==> config.mk <==
export PLATFORM = sky130hd
export DESIGN_NAME = psm_ctrl
export DESIGN_NICKNAME = d
export VERILOG_FILES = /design/src/rtl/psm_pkg.sv /design/src/rtl/psm_ctrl.sv /design/src/rtl/psm_out11.sv
export SDC_FILE = /design/constraint.sdc
export NUM_CORES = 2
export LEC_CHECK = 0
export CORE_ASPECT_RATIO = 0.9
export CORE_MARGIN = 4
export CORE_UTILIZATION = 40
export CTS_CLUSTER_DIAMETER = 100
export DETAILED_ROUTE_END_ITERATION = 6
export DONT_BUFFER_PORTS = 1
export GPL_ROUTABILITY_DRIVEN = 0
export PLACE_DENSITY = 0.55
export SYNTH_ARGS = -nofsm -noshare
export SYNTH_HDL_FRONTEND = slang
export SYNTH_SLANG_ARGS = --single-unit
==> constraint.sdc <==
create_clock -name MCLK -period 9.65 [get_ports MCLK]
set_clock_uncertainty 0.15 [all_clocks]
set_input_delay 1.93 -clock MCLK [delete_from_list [all_inputs] [get_ports MCLK]]
set_output_delay 1.93 -clock MCLK [all_outputs]
set_load 0.005 [all_outputs]
==> src/rtl/psm_pkg.sv <==
package psm_pkg;

	localparam int unsigned CLK_HZ         = 40_000_000;
	localparam int unsigned US_CYCLES      = CLK_HZ / 1_000_000;
	localparam int unsigned LOS_TIMEOUT_MS = 1500;
	localparam int unsigned LOS_CYCLES_DEF = CLK_HZ / 1000 * LOS_TIMEOUT_MS;
	localparam int unsigned O11_TICK_HZ    = 16_000;

	localparam logic [7:0] A_INTR  = 8'h07;
	localparam logic [7:0] A_START = 8'h35;
	localparam logic [7:0] A_RTCTL = 8'h36;
	localparam logic [7:0] A_CFG   = 8'h45;
	localparam logic [7:0] A_AFREQ = 8'h46;
	localparam logic [7:0] A_RATE  = 8'h4c;
	localparam logic [7:0] A_PWID  = 8'ha0;
	localparam logic [7:0] A_O11S  = 8'ha7;
	localparam logic [7:0] A_O11P  = 8'ha9;
	localparam logic [7:0] A_MODE  = 8'hb0;
	localparam logic [7:0] A_BWIDX = 8'hb1;
	localparam logic [7:0] A_TGT   = 8'hb2;
	localparam logic [7:0] A_FAST  = 8'hb3;
	localparam logic [7:0] A_LOLT  = 8'hb4;
	localparam logic [7:0] A_REENT = 8'hb6;
	localparam logic [7:0] A_BKT   = 8'hb8;
	localparam logic [7:0] A_SOAK  = 8'hb9;
	localparam logic [7:0] A_FTOL  = 8'hbb;
	localparam logic [7:0] A_PDCAL = 8'hbd;
	localparam logic [7:0] A_TRIM  = 8'hc0;

	localparam int unsigned START_BIT = 0;
	localparam int unsigned FORCE_BIT = 0;
	localparam int unsigned WIDE_BIT  = 1;
	localparam int unsigned CFG_AX    = 0;
	localparam int unsigned CFG_AY    = 1;
	localparam int unsigned CFG_SPD   = 2;
	localparam int unsigned AF_BITS   = 17;

	localparam logic [11:0] PWID_RST  = 12'h00a;
	localparam logic [7:0]  CFG_RST   = 8'h00;
	localparam logic [7:0]  RATE_RST  = 8'h01;
	localparam logic [7:0]  RT_RST    = 8'h00;
	localparam logic [7:0]  BKT_RST   = 8'h10;
	localparam logic [15:0] SOAK_RST  = 16'h000a;
	localparam logic [7:0]  FAST_RST  = 8'hc8;
	localparam logic [7:0]  TGT_RST   = 8'h02;
	localparam logic [15:0] LOLT_RST  = 16'h03e8;
	localparam logic [15:0] REENT_RST = 16'h0064;
	localparam logic [15:0] FTOL_RST  = 16'h0064;
	localparam logic [15:0] O11S_RST  = 16'h04e2;
	localparam logic [15:0] O11P_RST  = 16'h0001;

	// Bandwidth index unit is 0.5 mHz
	localparam logic [7:0]  FAST_BW_MAX = 8'hc8;
	// Trim unit is 0.5 ppt
	localparam logic signed [31:0] TRIM_LIMIT = 32'sd228_000_000;
	localparam logic [15:0] RATE_STEP_PS = 16'h000a;
	localparam int unsigned WIDE_SHIFT   = 4;
	localparam logic [2:0]  SH_NORMAL    = 3'h3;
	localparam logic [2:0]  SH_SLOWER    = 3'h4;
	localparam logic [2:0]  SH_SLOWEST   = 3'h5;
	localparam logic [2:0]  SH_FASTER    = 3'h2;

	typedef enum logic [2:0] {
		M_IDLE    = 3'h0,
		M_FREQ    = 3'h1,
		M_FAST    = 3'h3,
		M_LOCKING = 3'h2,
		M_LOCKED  = 3'h6,
		M_HOLD    = 3'h7
	} psm_mode_e;

	typedef struct packed {
		logic [15:0] stage;
		logic [15:0] post;
		logic        align;
	} psm_o11_cfg_s;
endpackage

==> src/rtl/psm_ctrl.sv <==
`timescale 1ns/100ps
module psm_ctrl import psm_pkg::*; #(
	parameter int unsigned SEC_CYCLES = CLK_HZ,
	parameter int unsigned LOS_CYCLES = LOS_CYCLES_DEF
) (
	// Clock and reset
	input  wire logic        MCLK,
	input  wire logic        RST,
	// Register port
	input  wire logic [7:0]  ADDR,
	input  wire logic [7:0]  WDATA,
	input  wire logic        WR,
	input  wire logic        RD,
	output logic      [7:0]  RDATA,
	// Reference pulse and phase detector results
	input  wire logic        REF_PPS,
	input  wire logic [15:0] PHASE_ERR,
	input  wire logic [15:0] FREQ_P2P,
	// Loop state
	output logic      [2:0]  LOOP_MODE,
	output logic      [7:0]  BW_INDEX,
	output logic             HOLDOVER,
	output logic             EVENT_INTERRUPT_PIN,
	// Calibration and alignment
	output logic      [15:0] PD_CAL,
	output logic      [31:0] MCLK_TRIM,
	output logic             ALIGN_X,
	output logic             ALIGN_Y,
	output logic      [15:0] BUILDOUT_PS,
	// Generated outputs
	output logic             PPS_OUT,
	output logic             OUT11
);
	logic        ref_s1_q, ref_s2_q, ref_s3_q, pulse_ev;
	logic        started_q, kick, wr_loop;
	logic [7:0]  rtctl_q, cfg_q, rate_q, tgt_q, fast_q, bkt_sz_q;
	logic [47:0] afreq_q;
	logic [11:0] pwid_q;
	logic [15:0] o11s_q, o11p_q, lolt_q, reent_q, soak_sz_q, ftol_q, pdcal_q;
	logic [31:0] trim_q;
	logic [7:0]  fast_eff, tgt_eff, bw_q, bucket_q;
	logic [15:0] prev_err_q, soak_q;
	logic [31:0] gap_q, sec_q, sec_d, wcyc;
	logic        absent, force_ho, grow, shrink, bucket_on, ovf, zero, drop, soak_ok;
	logic        align_valid, locked_once_q;
	psm_mode_e   mode_q, mode_d, prior_q;
	logic [15:0] intr_q, intr_d, intr_clr;
	logic [7:0]  rd_val;
	psm_o11_cfg_s o11_cfg;

	function automatic logic hit(input logic [7:0] a, input logic [7:0] base,
			input logic [7:0] n);
		return (a >= base) && (a < base + n);
	endfunction

	function automatic logic [7:0] rbyte(input logic [47:0] v, input logic [2:0] i);
		return v[8*i +: 8];
	endfunction

	function automatic logic [7:0] bw_step(input logic [7:0] diff, input logic [1:0] spd);
		logic [2:0] sh;
		logic [7:0] st;
		case (spd)
			2'h1: sh = SH_SLOWER;
			2'h2: sh = SH_SLOWEST;
			2'h3: sh = SH_FASTER;
			default: sh = SH_NORMAL;
		endcase
		st = diff >> sh;
		return (st == 8'h00) ? 8'h01 : st;
	endfunction

	// Pin passes two flops before the edge detector
	always_ff @(posedge MCLK) begin
		ref_s1_q <= REF_PPS;
		ref_s2_q <= ref_s1_q;
		ref_s3_q <= ref_s2_q;
	end
	assign pulse_ev = ref_s2_q && !ref_s3_q;

	assign kick    = WR && ADDR == A_START && WDATA[START_BIT] && !started_q;
	assign wr_loop = WR && !started_q;

	always_ff @(posedge MCLK) begin
		if (RST) begin
			started_q <= 1'b0;
		end else if (kick) begin
			started_q <= 1'b1;
		end
	end

	// Run-time registers stay writable while the loop runs
	always_ff @(posedge MCLK) begin
		if (RST) begin
			rtctl_q <= RT_RST;
			afreq_q <= '0;
			tgt_q   <= TGT_RST;
			lolt_q  <= LOLT_RST;
			reent_q <= REENT_RST;
			pdcal_q <= '0;
			trim_q  <= '0;
			pwid_q  <= PWID_RST;
			o11s_q  <= O11S_RST;
			o11p_q  <= O11P_RST;
		end else if (WR) begin
			if (ADDR == A_RTCTL) rtctl_q <= WDATA;
			if (hit(ADDR, A_AFREQ, 8'h06)) afreq_q[8*3'(ADDR - A_AFREQ) +: 8] <= WDATA;
			if (ADDR == A_TGT) tgt_q <= WDATA;
			if (hit(ADDR, A_LOLT, 8'h02)) lolt_q[8*1'(ADDR - A_LOLT) +: 8] <= WDATA;
			if (hit(ADDR, A_REENT, 8'h02)) reent_q[8*1'(ADDR - A_REENT) +: 8] <= WDATA;
			if (hit(ADDR, A_PDCAL, 8'h02)) pdcal_q[8*1'(ADDR - A_PDCAL) +: 8] <= WDATA;
			if (hit(ADDR, A_TRIM, 8'h04)) trim_q[8*2'(ADDR - A_TRIM) +: 8] <= WDATA;
			if (hit(ADDR, A_PWID, 8'h02)) begin
				// Upper byte carries only the four top width bits
				if (ADDR == A_PWID) pwid_q[7:0] <= WDATA;
				else pwid_q[11:8] <= WDATA[3:0];
			end
			if (hit(ADDR, A_O11S, 8'h02)) o11s_q[8*1'(ADDR - A_O11S) +: 8] <= WDATA;
			if (hit(ADDR, A_O11P, 8'h02)) o11p_q[8*1'(ADDR - A_O11P) +: 8] <= WDATA;
		end
	end

	// Loop set-up registers freeze at kickoff
	always_ff @(posedge MCLK) begin
		if (RST) begin
			cfg_q     <= CFG_RST;
			rate_q    <= RATE_RST;
			fast_q    <= FAST_RST;
			bkt_sz_q  <= BKT_RST;
			soak_sz_q <= SOAK_RST;
			ftol_q    <= FTOL_RST;
		end else if (wr_loop) begin
			if (ADDR == A_CFG) cfg_q <= {4'h0, WDATA[3:0]};
			if (ADDR == A_RATE) rate_q <= WDATA;
			if (ADDR == A_FAST) fast_q <= WDATA;
			if (ADDR == A_BKT) bkt_sz_q <= WDATA;
			if (hit(ADDR, A_SOAK, 8'h02)) soak_sz_q[8*1'(ADDR - A_SOAK) +: 8] <= WDATA;
			if (hit(ADDR, A_FTOL, 8'h02)) ftol_q[8*1'(ADDR - A_FTOL) +: 8] <= WDATA;
		end
	end

	assign fast_eff = (fast_q > FAST_BW_MAX) ? FAST_BW_MAX : fast_q;
	assign tgt_eff  = (tgt_q > fast_eff) ? fast_eff : tgt_q;
	assign align_valid = afreq_q[AF_BITS-1:0] != '0 && afreq_q[47:AF_BITS] == '0
		&& rate_q != 8'h00;

	// Presence is a plain gap counter; glitches count as pulses
	always_ff @(posedge MCLK) begin
		if (RST || pulse_ev) begin
			gap_q <= '0;
		end else if (gap_q < LOS_CYCLES) begin
			gap_q <= gap_q + 32'h1;
		end
	end
	assign absent   = !pulse_ev && gap_q >= LOS_CYCLES;
	assign force_ho = rtctl_q[FORCE_BIT];

	// Leaking bucket, shared by promotion and lock loss
	assign grow      = PHASE_ERR > prev_err_q;
	assign shrink    = PHASE_ERR < prev_err_q;
	assign bucket_on = mode_q == M_FAST || mode_q == M_LOCKING || mode_q == M_LOCKED;
	assign ovf  = bucket_on && pulse_ev && grow && bucket_q >= bkt_sz_q;
	assign zero = bucket_on && pulse_ev && shrink && bucket_q <= 8'h01;
	assign drop = ovf || (bucket_on && pulse_ev && PHASE_ERR > lolt_q);

	always_ff @(posedge MCLK) begin
		if (RST) begin
			prev_err_q <= '0;
		end else if (pulse_ev) begin
			prev_err_q <= PHASE_ERR;
		end
	end

	always_ff @(posedge MCLK) begin
		if (RST) begin
			bucket_q <= BKT_RST >> 1;
		end else if (mode_d != mode_q) begin
			bucket_q <= bkt_sz_q >> 1;
		end else if (bucket_on && pulse_ev && grow && bucket_q != 8'hff) begin
			bucket_q <= bucket_q + 8'h01;
		end else if (bucket_on && pulse_ev && shrink && bucket_q != 8'h00) begin
			bucket_q <= bucket_q - 8'h01;
		end
	end

	// Any out-of-tolerance pulse restarts the soak
	assign soak_ok = pulse_ev && FREQ_P2P <= ftol_q
		&& {1'b0, soak_q} + 17'h1 >= {1'b0, soak_sz_q};
	always_ff @(posedge MCLK) begin
		if (RST || mode_q != M_FREQ) begin
			soak_q <= '0;
		end else if (pulse_ev) begin
			soak_q <= (FREQ_P2P <= ftol_q) ? soak_q + 16'h1 : 16'h0;
		end
	end

	always_comb begin
		mode_d = mode_q;
		case (mode_q)
			M_IDLE: begin
				if (started_q && pulse_ev) mode_d = M_FREQ;
			end
			M_FREQ: begin
				if (soak_ok) mode_d = M_FAST;
			end
			M_FAST: begin
				if (drop) mode_d = M_FREQ;
				else if (zero) mode_d = M_LOCKING;
			end
			M_LOCKING: begin
				if (drop) mode_d = M_FREQ;
				else if (bw_q <= tgt_eff) mode_d = M_LOCKED;
			end
			M_LOCKED: begin
				if (drop) mode_d = M_FREQ;
				else if (tgt_eff < bw_q) mode_d = M_LOCKING;
			end
			M_HOLD: begin
				if (!force_ho && pulse_ev)
					mode_d = (PHASE_ERR > reent_q) ? M_FREQ : prior_q;
			end
			default: mode_d = M_IDLE;
		endcase
		if (kick) begin
			mode_d = M_FREQ;
		end else if (started_q && mode_q != M_HOLD && (force_ho || absent)) begin
			if (locked_once_q) mode_d = M_HOLD;
			else if (absent) mode_d = M_IDLE;
		end
	end

	always_ff @(posedge MCLK) begin
		if (RST) begin
			mode_q <= M_IDLE;
		end else begin
			mode_q <= mode_d;
		end
	end

	always_ff @(posedge MCLK) begin
		if (RST) begin
			prior_q       <= M_FREQ;
			locked_once_q <= 1'b0;
		end else begin
			if (mode_d == M_HOLD && mode_q != M_HOLD) prior_q <= mode_q;
			if (mode_d == M_LOCKED) locked_once_q <= 1'b1;
		end
	end

	// Bandwidth per mode, with non-linear migration while locking
	always_ff @(posedge MCLK) begin
		if (RST) begin
			bw_q <= FAST_BW_MAX;
		end else if (mode_d != mode_q && (mode_d == M_FREQ || mode_d == M_FAST)) begin
			bw_q <= fast_eff;
		end else if (mode_d != mode_q && mode_d == M_LOCKED) begin
			bw_q <= tgt_eff;
		end else if (mode_q == M_LOCKING && pulse_ev && bw_q > tgt_eff) begin
			bw_q <= bw_q - bw_step(bw_q - tgt_eff, cfg_q[CFG_SPD +: 2]);
		end
	end
	assign BW_INDEX  = bw_q;
	assign LOOP_MODE = mode_q;

	// A new event wins over a clear in the same cycle
	always_comb begin
		intr_clr = '0;
		if (WR && ADDR == A_INTR) intr_clr[7:0] = WDATA;
		if (WR && ADDR == A_INTR + 8'h01) intr_clr[15:8] = WDATA;
		intr_d = (intr_q & ~intr_clr) | {15'h0, mode_d != mode_q};
	end

	always_ff @(posedge MCLK) begin
		if (RST) begin
			intr_q              <= '0;
			EVENT_INTERRUPT_PIN <= 1'b0;
		end else begin
			intr_q              <= intr_d;
			EVENT_INTERRUPT_PIN <= |intr_d;
		end
	end

	// Calibration taken at the pulse edge, inside the host hold window
	always_ff @(posedge MCLK) begin
		if (RST) begin
			PD_CAL <= '0;
		end else if (pulse_ev) begin
			PD_CAL <= pdcal_q;
		end
	end

	always_ff @(posedge MCLK) begin
		if (RST) begin
			MCLK_TRIM   <= '0;
			HOLDOVER    <= 1'b0;
			ALIGN_X     <= 1'b0;
			ALIGN_Y     <= 1'b0;
			BUILDOUT_PS <= '0;
		end else begin
			if ($signed(trim_q) > TRIM_LIMIT) MCLK_TRIM <= TRIM_LIMIT;
			else if ($signed(trim_q) < -TRIM_LIMIT) MCLK_TRIM <= -TRIM_LIMIT;
			else MCLK_TRIM <= trim_q;
			HOLDOVER    <= mode_d == M_HOLD;
			ALIGN_X     <= started_q && align_valid && cfg_q[CFG_AX];
			ALIGN_Y     <= started_q && align_valid && cfg_q[CFG_AY];
			BUILDOUT_PS <= 16'(rate_q * RATE_STEP_PS) << (rtctl_q[WIDE_BIT] ? WIDE_SHIFT : 0);
		end
	end

	// Output pulse; realigned to the reference only when alignment is valid
	assign wcyc  = 32'(pwid_q) * US_CYCLES;
	assign sec_d = ((pulse_ev && started_q && align_valid) || sec_q >= SEC_CYCLES - 1)
		? 32'h0 : sec_q + 32'h1;
	always_ff @(posedge MCLK) begin
		if (RST) begin
			sec_q   <= '0;
			PPS_OUT <= 1'b0;
		end else begin
			sec_q   <= sec_d;
			PPS_OUT <= sec_d < wcyc;
		end
	end

	assign o11_cfg = '{stage: o11s_q, post: o11p_q, align: started_q && align_valid};
	psm_out11 u_out11 (
		.clk   (MCLK),
		.rst   (RST),
		.cfg   (o11_cfg),
		.align (pulse_ev),
		.out11 (OUT11)
	);

	always_comb begin
		rd_val = 8'h00;
		if (hit(ADDR, A_INTR, 8'h02)) rd_val = rbyte(48'(intr_q), 3'(ADDR - A_INTR));
		else if (ADDR == A_START) rd_val = {7'h0, started_q};
		else if (ADDR == A_RTCTL) rd_val = rtctl_q;
		else if (ADDR == A_CFG) rd_val = cfg_q;
		else if (hit(ADDR, A_AFREQ, 8'h06)) rd_val = rbyte(afreq_q, 3'(ADDR - A_AFREQ));
		else if (ADDR == A_RATE) rd_val = rate_q;
		else if (hit(ADDR, A_PWID, 8'h02)) rd_val = rbyte(48'(pwid_q), 3'(ADDR - A_PWID));
		else if (hit(ADDR, A_O11S, 8'h02)) rd_val = rbyte(48'(o11s_q), 3'(ADDR - A_O11S));
		else if (hit(ADDR, A_O11P, 8'h02)) rd_val = rbyte(48'(o11p_q), 3'(ADDR - A_O11P));
		else if (ADDR == A_MODE) rd_val = {5'h0, mode_q};
		else if (ADDR == A_BWIDX) rd_val = bw_q;
		else if (ADDR == A_TGT) rd_val = tgt_q;
		else if (ADDR == A_FAST) rd_val = fast_q;
		else if (hit(ADDR, A_LOLT, 8'h02)) rd_val = rbyte(48'(lolt_q), 3'(ADDR - A_LOLT));
		else if (hit(ADDR, A_REENT, 8'h02)) rd_val = rbyte(48'(reent_q), 3'(ADDR - A_REENT));
		else if (ADDR == A_BKT) rd_val = bkt_sz_q;
		else if (hit(ADDR, A_SOAK, 8'h02)) rd_val = rbyte(48'(soak_sz_q), 3'(ADDR - A_SOAK));
		else if (hit(ADDR, A_FTOL, 8'h02)) rd_val = rbyte(48'(ftol_q), 3'(ADDR - A_FTOL));
		else if (hit(ADDR, A_PDCAL, 8'h02)) rd_val = rbyte(48'(pdcal_q), 3'(ADDR - A_PDCAL));
		else if (hit(ADDR, A_TRIM, 8'h04)) rd_val = rbyte(48'(trim_q), 3'(ADDR - A_TRIM));
	end

	always_ff @(posedge MCLK) begin
		if (RST) begin
			RDATA <= 8'h00;
		end else begin
			RDATA <= RD ? rd_val : 8'h00;
		end
	end
endmodule

==> src/rtl/psm_out11.sv <==
`timescale 1ns/100ps
module psm_out11 import psm_pkg::*; (
	// Clock and reset
	input  wire logic         clk,
	input  wire logic         rst,
	// Divider settings and alignment strobe
	input  wire psm_o11_cfg_s cfg,
	input  wire logic         align,
	// Clock output
	output logic              out11
);
	logic [31:0] acc_q;
	logic [31:0] acc_sum;
	logic [31:0] inc;
	logic [15:0] post_q;
	logic        tick;
	logic        out_q;
	logic        realign;

	assign inc     = 32'(cfg.stage) * O11_TICK_HZ;
	assign acc_sum = acc_q + inc;
	assign tick    = acc_sum >= CLK_HZ;
	assign realign = align && cfg.align;
	assign out11   = out_q;

	// Initial stage ticks twice per period; rates above half the clock stick at half the clock, one tick every cycle
	always_ff @(posedge clk) begin
		if (rst || realign) begin
			acc_q <= '0;
		end else if (tick) begin
			acc_q <= acc_sum - CLK_HZ;
		end else begin
			acc_q <= acc_sum;
		end
	end

	// Divided output runs at stage times 8 kHz divided by post
	always_ff @(posedge clk) begin
		if (rst) begin
			post_q <= '0;
			out_q  <= 1'b0;
		end else if (realign && cfg.post <= 16'h0001) begin
			post_q <= '0;
			out_q  <= 1'b1;
		end else if (tick) begin
			if (post_q + 16'h0001 >= cfg.post) begin
				post_q <= '0;
				out_q  <= ~out_q;
			end else begin
				post_q <= post_q + 16'h0001;
			end
		end
	end
endmodule

# Word level (Yosys, flattened, before mapping)
# Cells that the tools add are included.
totals:
  elab_cells: 353
  out_inout_bits: 89
  ff_bits: 513
  inputBits: 53
op_classes:
  shift: 31
  n_mul: 3
  order_cmp: 44
  mux: 70
  n_bitwise: 6
  add_sub_neg: 31
  n_eq_ne: 28
  n_reduce_logical: 94
ops:
  columns: ["operator", "count"]
  rows:
  - ["48-bit by 7-bit variable part select with 8-bit output", 11]
  - ["8-bit 2-to-1 mux", 30]
  - ["4-bit negation with 34-bit output", 7]
  - ["8-bit by 34-bit variable shift with 16-bit output (first input constant)", 7]
  - ["8-bit by 34-bit variable part select with 16-bit output", 7]
  - ["16-bit bitwise mux", 7]
  - ["32-bit by 26-bit >= comparator with 1-bit output (second input constant)", 3]
  - ["32-bit 2-to-1 mux", 3]
  - ["8-bit >= comparator (second input constant)", 9]
  - ["8-bit < comparator (second input constant)", 9]
  - ["32-bit by 1-bit adder with 32-bit output (second input constant)", 2]
  - ["3-bit 2-to-1 mux", 19]
  - ["48-bit bitwise mux", 1]
  - ["8-bit == test (second input constant)", 6]
  - ["16-bit > comparator", 3]
  - ["8-bit by 34-bit variable shift with 48-bit output (first input constant)", 1]
  - ["8-bit by 34-bit variable part select with 48-bit output", 1]
  - ["1-bit logical AND", 46]
  - ["5-bit negation with 34-bit output", 1]
  - ["6-bit negation with 34-bit output", 1]
  - ["8-bit by 34-bit variable shift with 32-bit output (first input constant)", 1]
  - ["8-bit by 34-bit variable part select with 32-bit output", 1]
  - ["16-bit by 1-bit adder with 16-bit output (second input constant)", 2]
  - ["32-bit by 30-bit adder with 32-bit output", 1]
  - ["70 further kinds", 128]

# Logic depth before layout (Yosys ltp)
logic_depth:
  depth_word: 25
  ltp_mapped: 32

# By module
# From an unflattened synthesis, not the netlist that was laid out.
unflattened:
  hier_cells: 4063
  hier_area_um2: 33105.5
by_module_without_submodules:
  columns: ["mod", "area_each_um2", "instances", "seq_area_each_um2", "cells_per_inst"]
  rows:
  - ["psm_ctrl", 25812.3, 1, 9268.9, 3181]
  - ["psm_out11", 7293.2, 1, 840.8, 882]

# Least setup slack after synthesis
# OpenSTA, ideal clock, no wires.
synth_timing:
  path_kind: "flip-flop to flip-flop"
  from: "reg o11s_q[0]"
  to: "reg u_out11.out_q, in the netlist u_out11.out11"
  required_ns: 9.380
  path_stages_with_launch: 28
  path_buffers: 2
  arrival_ns: 6.974
  path_slack_ns: 2.406
  cell_sequence: "dfxtp_1 -> fa_1 -> inv_1 -> fa_1 -> fa_1 -> inv_1 -> fa_1 -> ha_1 -> o21ai_0 -> a21boi_0 -> o21ai_0 -> a21oi_1 -> o21a_1 -> o31a_1 -> o41a_1 -> a21oi_1 -> xnor2_1 -> ha_1 -> or4_1 -> a211oi_1 -> o311ai_0 -> a21oi_1 -> xor2_1 -> and4_1 -> buf_2 -> buf_4 -> nor3_1 -> o31a_1"
synth_between:
  elab_chain_len: 5
synth_rtl:
  columns: ["item", "line", "rtl"]
  rows:
  - ["start: declaration", "psm_ctrl.sv:39", "logic [15:0] o11s_q, o11p_q, lolt_q, reent_q, soak_sz_q, ftol_q, pdcal_q;"]
  - ["start signal: assignment", "psm_ctrl.sv:103", "o11s_q <= O11S_RST;"]
  - ["start signal: indexed assignment", "psm_ctrl.sv:118", "if (hit(ADDR, A_O11S, 8'h02)) o11s_q[8*1'(ADDR - A_O11S) +: 8] <= WDATA;"]
  - ["16-bit by 7-bit multiplier with 23-bit output", "psm_out11.sv:20", "assign inc = 32'(cfg.stage) * O11_TICK_HZ;"]
  - ["32-bit by 30-bit adder with 32-bit output", "psm_out11.sv:21", "assign acc_sum = acc_q + inc;"]
  - ["32-bit by 26-bit >= comparator with 1-bit output", "psm_out11.sv:22", "assign tick = acc_sum >= CLK_HZ;"]
  - ["2-bit nonzero test (no line)", null, null]
  - ["2-bit AND reduction (no line)", null, null]
  - ["end signal: assignment", "psm_out11.sv:48", "out_q <= ~out_q;"]
  - ["end: declaration", "psm_out11.sv:17", "logic out_q;"]
# No other way between the ends.
# A chain may end at the register's enable or synchronous reset.

# Worst setup path in the final report
layout_timing:
  from: "reg o11s_q[2]"
  to: "reg u_out11.post_q[13]"
layout_between:
  elab_chain_len: 3
layout_rtl:
  columns: ["item", "line", "rtl"]
  rows:
  - ["16-bit by 7-bit multiplier with 23-bit output", "psm_out11.sv:20", null]
  - ["32-bit by 30-bit adder with 32-bit output", "psm_out11.sv:21", null]
  - ["32-bit by 26-bit >= comparator with 1-bit output", "psm_out11.sv:22", null]
  - ["end signal: assignment", "psm_out11.sv:50", "post_q <= post_q + 16'h0001;"]
  - ["end: declaration", "psm_out11.sv:15", "logic [15:0] post_q;"]
# No other way between the ends.

==> impl_metrics.ini <==
[status]
status = completed

[placed_design]
dpl_worst_slack_ns = 1.338
dp.final_hpwl_microns = 70660
io_buffers = 0

[final_layout]
area_delta_synth_final_pct = 8.390
fin_nets = 4211
diodes = 0
drive_above_1_share = 0.05269

[yosys]
synth_edf_count = 0
yosys_most_used_dff = dfxtp_1
synth.avg_cell_area_sq_um = 8.187
syn_area_sq_um = 32180
synthTopCellsByArea = dfxtp_1 (31%), ha_1 (11%), mux2i_1 (5.6%)
yosys-top-cells-count = dfxtp_1 (505), nor2_1 (461), nand2_1 (421), a21oi_1 (298), ha_1 (271)
postSynth.asyncResetShare = 0
syn_inst = 3931
synth-seq-cells = 505
synth.distinct_cells = 101
yosysTopAreaCellShare = 0.3141
post-synth-top-count-cell = dfxtp_1
yosysWarnings = 0
synth_area_leader_cell = dfxtp_1
synth.yosys.seq_area_share = 0.3141

[worst_setup_path]
critPathRequiredTime_ns = 10.03
slowest_stage = fa_1
slowest_delay_ns = 0.54
critical_path_class = register to register
startpoint_type = register
worst-path-max-fanout = 11
cp_common_cell = fa_1
worstSetupEndpointType = register
cp.arrival_ns = 8.69

[grt]
grt_antenna_before_repair = 0
grt_pass1_wl_microns = 154300
gr-total-overflow = 0
grt_pass1_vias = 26503
globalRouteTotalUtil = 0.2258
grt_max_degree = 321

[routing]
ant_nets = 0
wl_microns = 98090
vias = 27711
drcViolationCount = 0
viasPerCell = 5.630
drtIter0Drc = 2291
first_pass_iters = 6
wl_per_cell_microns = 19.93

[sta]
period_share = 0.8610
setup_viol = 0
worst_slack_ns = 1.341
rsz0062_at_grt = no
worstMarginPinSlew_ns = 1.150
fmax_mhz = 120.4
fin_tns_setup_ns = 0
slew_violations = 0
hold_violations = 0
hold_ws_ns = 0.1769
min_period_ns = 8.309
maxSlewHeadroom = 0.2308

[clocking]
clkSinkCount = 505
clk_latency_ns = 0.66
cts_resized = 0
root_buffer = clkbuf_16
cts_tree = done
post_cts_buffers = 0
hold_buffers = 0
clkSlewWorstSetupHoldPaths_ns = 0.06
htree_levels = 2
numCtsBuffers = 58
clockBufferDepth = 3

[power_and_ir_drop]
switchingPower_mw = 1.546
combPwrFrac = 0.172
power.share.switching = 0.2893
p_leak_nw = 14.24
power.share.clock = 0.422
intPower_mw = 3.797
irDropWorstVdd_uv = 125.1
power.density_nw_per_um2 = 153.2
pwr-share-seq = 0.406

[floorplanning]
num_rows = 98
die_w_microns = 307.0
io_pins = 142
start_util = 0.4044
die_h_microns = 277.1
core_area_sq_um = 79580
die_area_sq_um = 85060

[min_path]
hold_class = register to register

[flow_run]
cap_violations = 0
-- logic make-up (layout without fill, tap and decap cells) --
kind of cell	after synthesis	count (layout)	share of synthesized area
XOR/XNOR	146	146	0.03973
AO/OA/AOI/OAI	806	806	0.1617
other	2	8	0.0002334
AND/OR/NAND/NOR	1478	1478	0.2144
adder cells (fa/ha/maj)	330	330	0.1418
buffers and inverters	444	379	0.05252
flip-flops	505	505	0.3141
multiplexers	220	220	0.07554
-- worst max-delay path: cells and delay by family, from the launching register on --
kind | cells | cell delay [ns]
DFF | 1 | 0.53
AOI/OAI and AO/OA | 12 | 2.63
and+or+nand+nor | 5 | 1.27
adders and majority gates | 6 | 2.58
xor gates and xnor gates | 2 | 0.54
buffers and inverters | 3 | 0.47
-- power by group through the flow --
stage	logic, mW	registers, mW	clock network [mW]
2_1_floorplan	0.762	2.20	0
3_3_place_gp	0.899	2.22	0
3_5_place_dp	0.903	2.22	0
4_1_cts	0.909	2.17	2.31
5_1_grt	1.04	2.17	2.38
6_report	0.920	2.17	2.25
-- layout make-up --
| cell class | instances | area (sq um) |
|---|---|---|
| clock buffers | 74 | 1602 |
| repair buffers | 18 | 135.1 |
| well taps | 1050 | 1314 |
| clock inverters | 29 | 327.8 |
| inverters | 258 | 968.4 |
| fillers | 8017 | 44700 |
| flip-flops and latches | 505 | 10110 |
| multi-input cells | 2988 | 20430 |
-- routing by layer --
layer  GRT usage  up-vias  share of wire
li1            -    13613              -
met1      0.3207    13183           0.48
met2      0.3443      767           0.42
met3     0.05062      148          0.074
met4     0.06309        0          0.027
met5           0        -              0
-- final timing paths --
kind / from / to / slack [ns] / cells after the start
hold / removal: ref_s1_q$_DFF_P_ / ref_s2_q$_DFF_P_ / 0.18 / 0
setup / recovery: o11s_q[2]$_SDFFE_PP0P_ / u_out11.post_q[13]$_SDFFE_PP0N_ / 1.34 / 28
hold reg to reg: ref_s1_q$_DFF_P_ / ref_s2_q$_DFF_P_ / 0.18 / 0
setup reg to reg: o11s_q[2]$_SDFFE_PP0P_ / u_out11.post_q[13]$_SDFFE_PP0N_ / 1.34 / 28
-- cells in the final DEF, fill, tap and decap left out, types with 32 or more instances in the layout --
| master | instances |
|---|---|
| dfxtp_1 | 505 |
| nor2_1 | 461 |
| nand2_1 | 421 |
| a21oi_1 | 298 |
| ha_1 | 271 |
| inv_1 | 257 |
| mux2i_1 | 181 |
| nor3_1 | 126 |
| o21ai_0 | 123 |
| nand3_1 | 106 |
| xor2_1 | 74 |
| xnor2_1 | 72 |
| fa_1 | 58 |
| clkbuf_16 | 58 |
| nand4_1 | 52 |
| and3_1 | 47 |
| nor4_1 | 41 |
| a21o_1 | 40 |
| and2_1 | 38 |
| a211oi_1 | 38 |
| o211ai_1 | 37 |
| o21a_1 | 36 |
| nand2b_1 | 35 |
| a31oi_1 | 33 |
| nor2b_1 | 32 |
-- flip-flops by register name, indices dropped and copies added (netlist names), 25 cells and up --
name and flops:
sec_q 32, u_out11.acc_q 25, MCLK_TRIM 32, trim_q 32, afreq_q 48, gap_q 32
-- through the flow --
stage	util	instance area, sq um	power, mW	instances
floorplan	-	32200	2.962	3937
global placement	0.4141	32950	3.117	4819
detailed placement	0.4141	32950	3.120	4819
CTS	0.4383	34880	5.393	4922
global route	0.4383	34880	5.594	4922
finish	0.4383	34880	5.343	4922
Note: power is estimated with default switching activity, not from simulation.
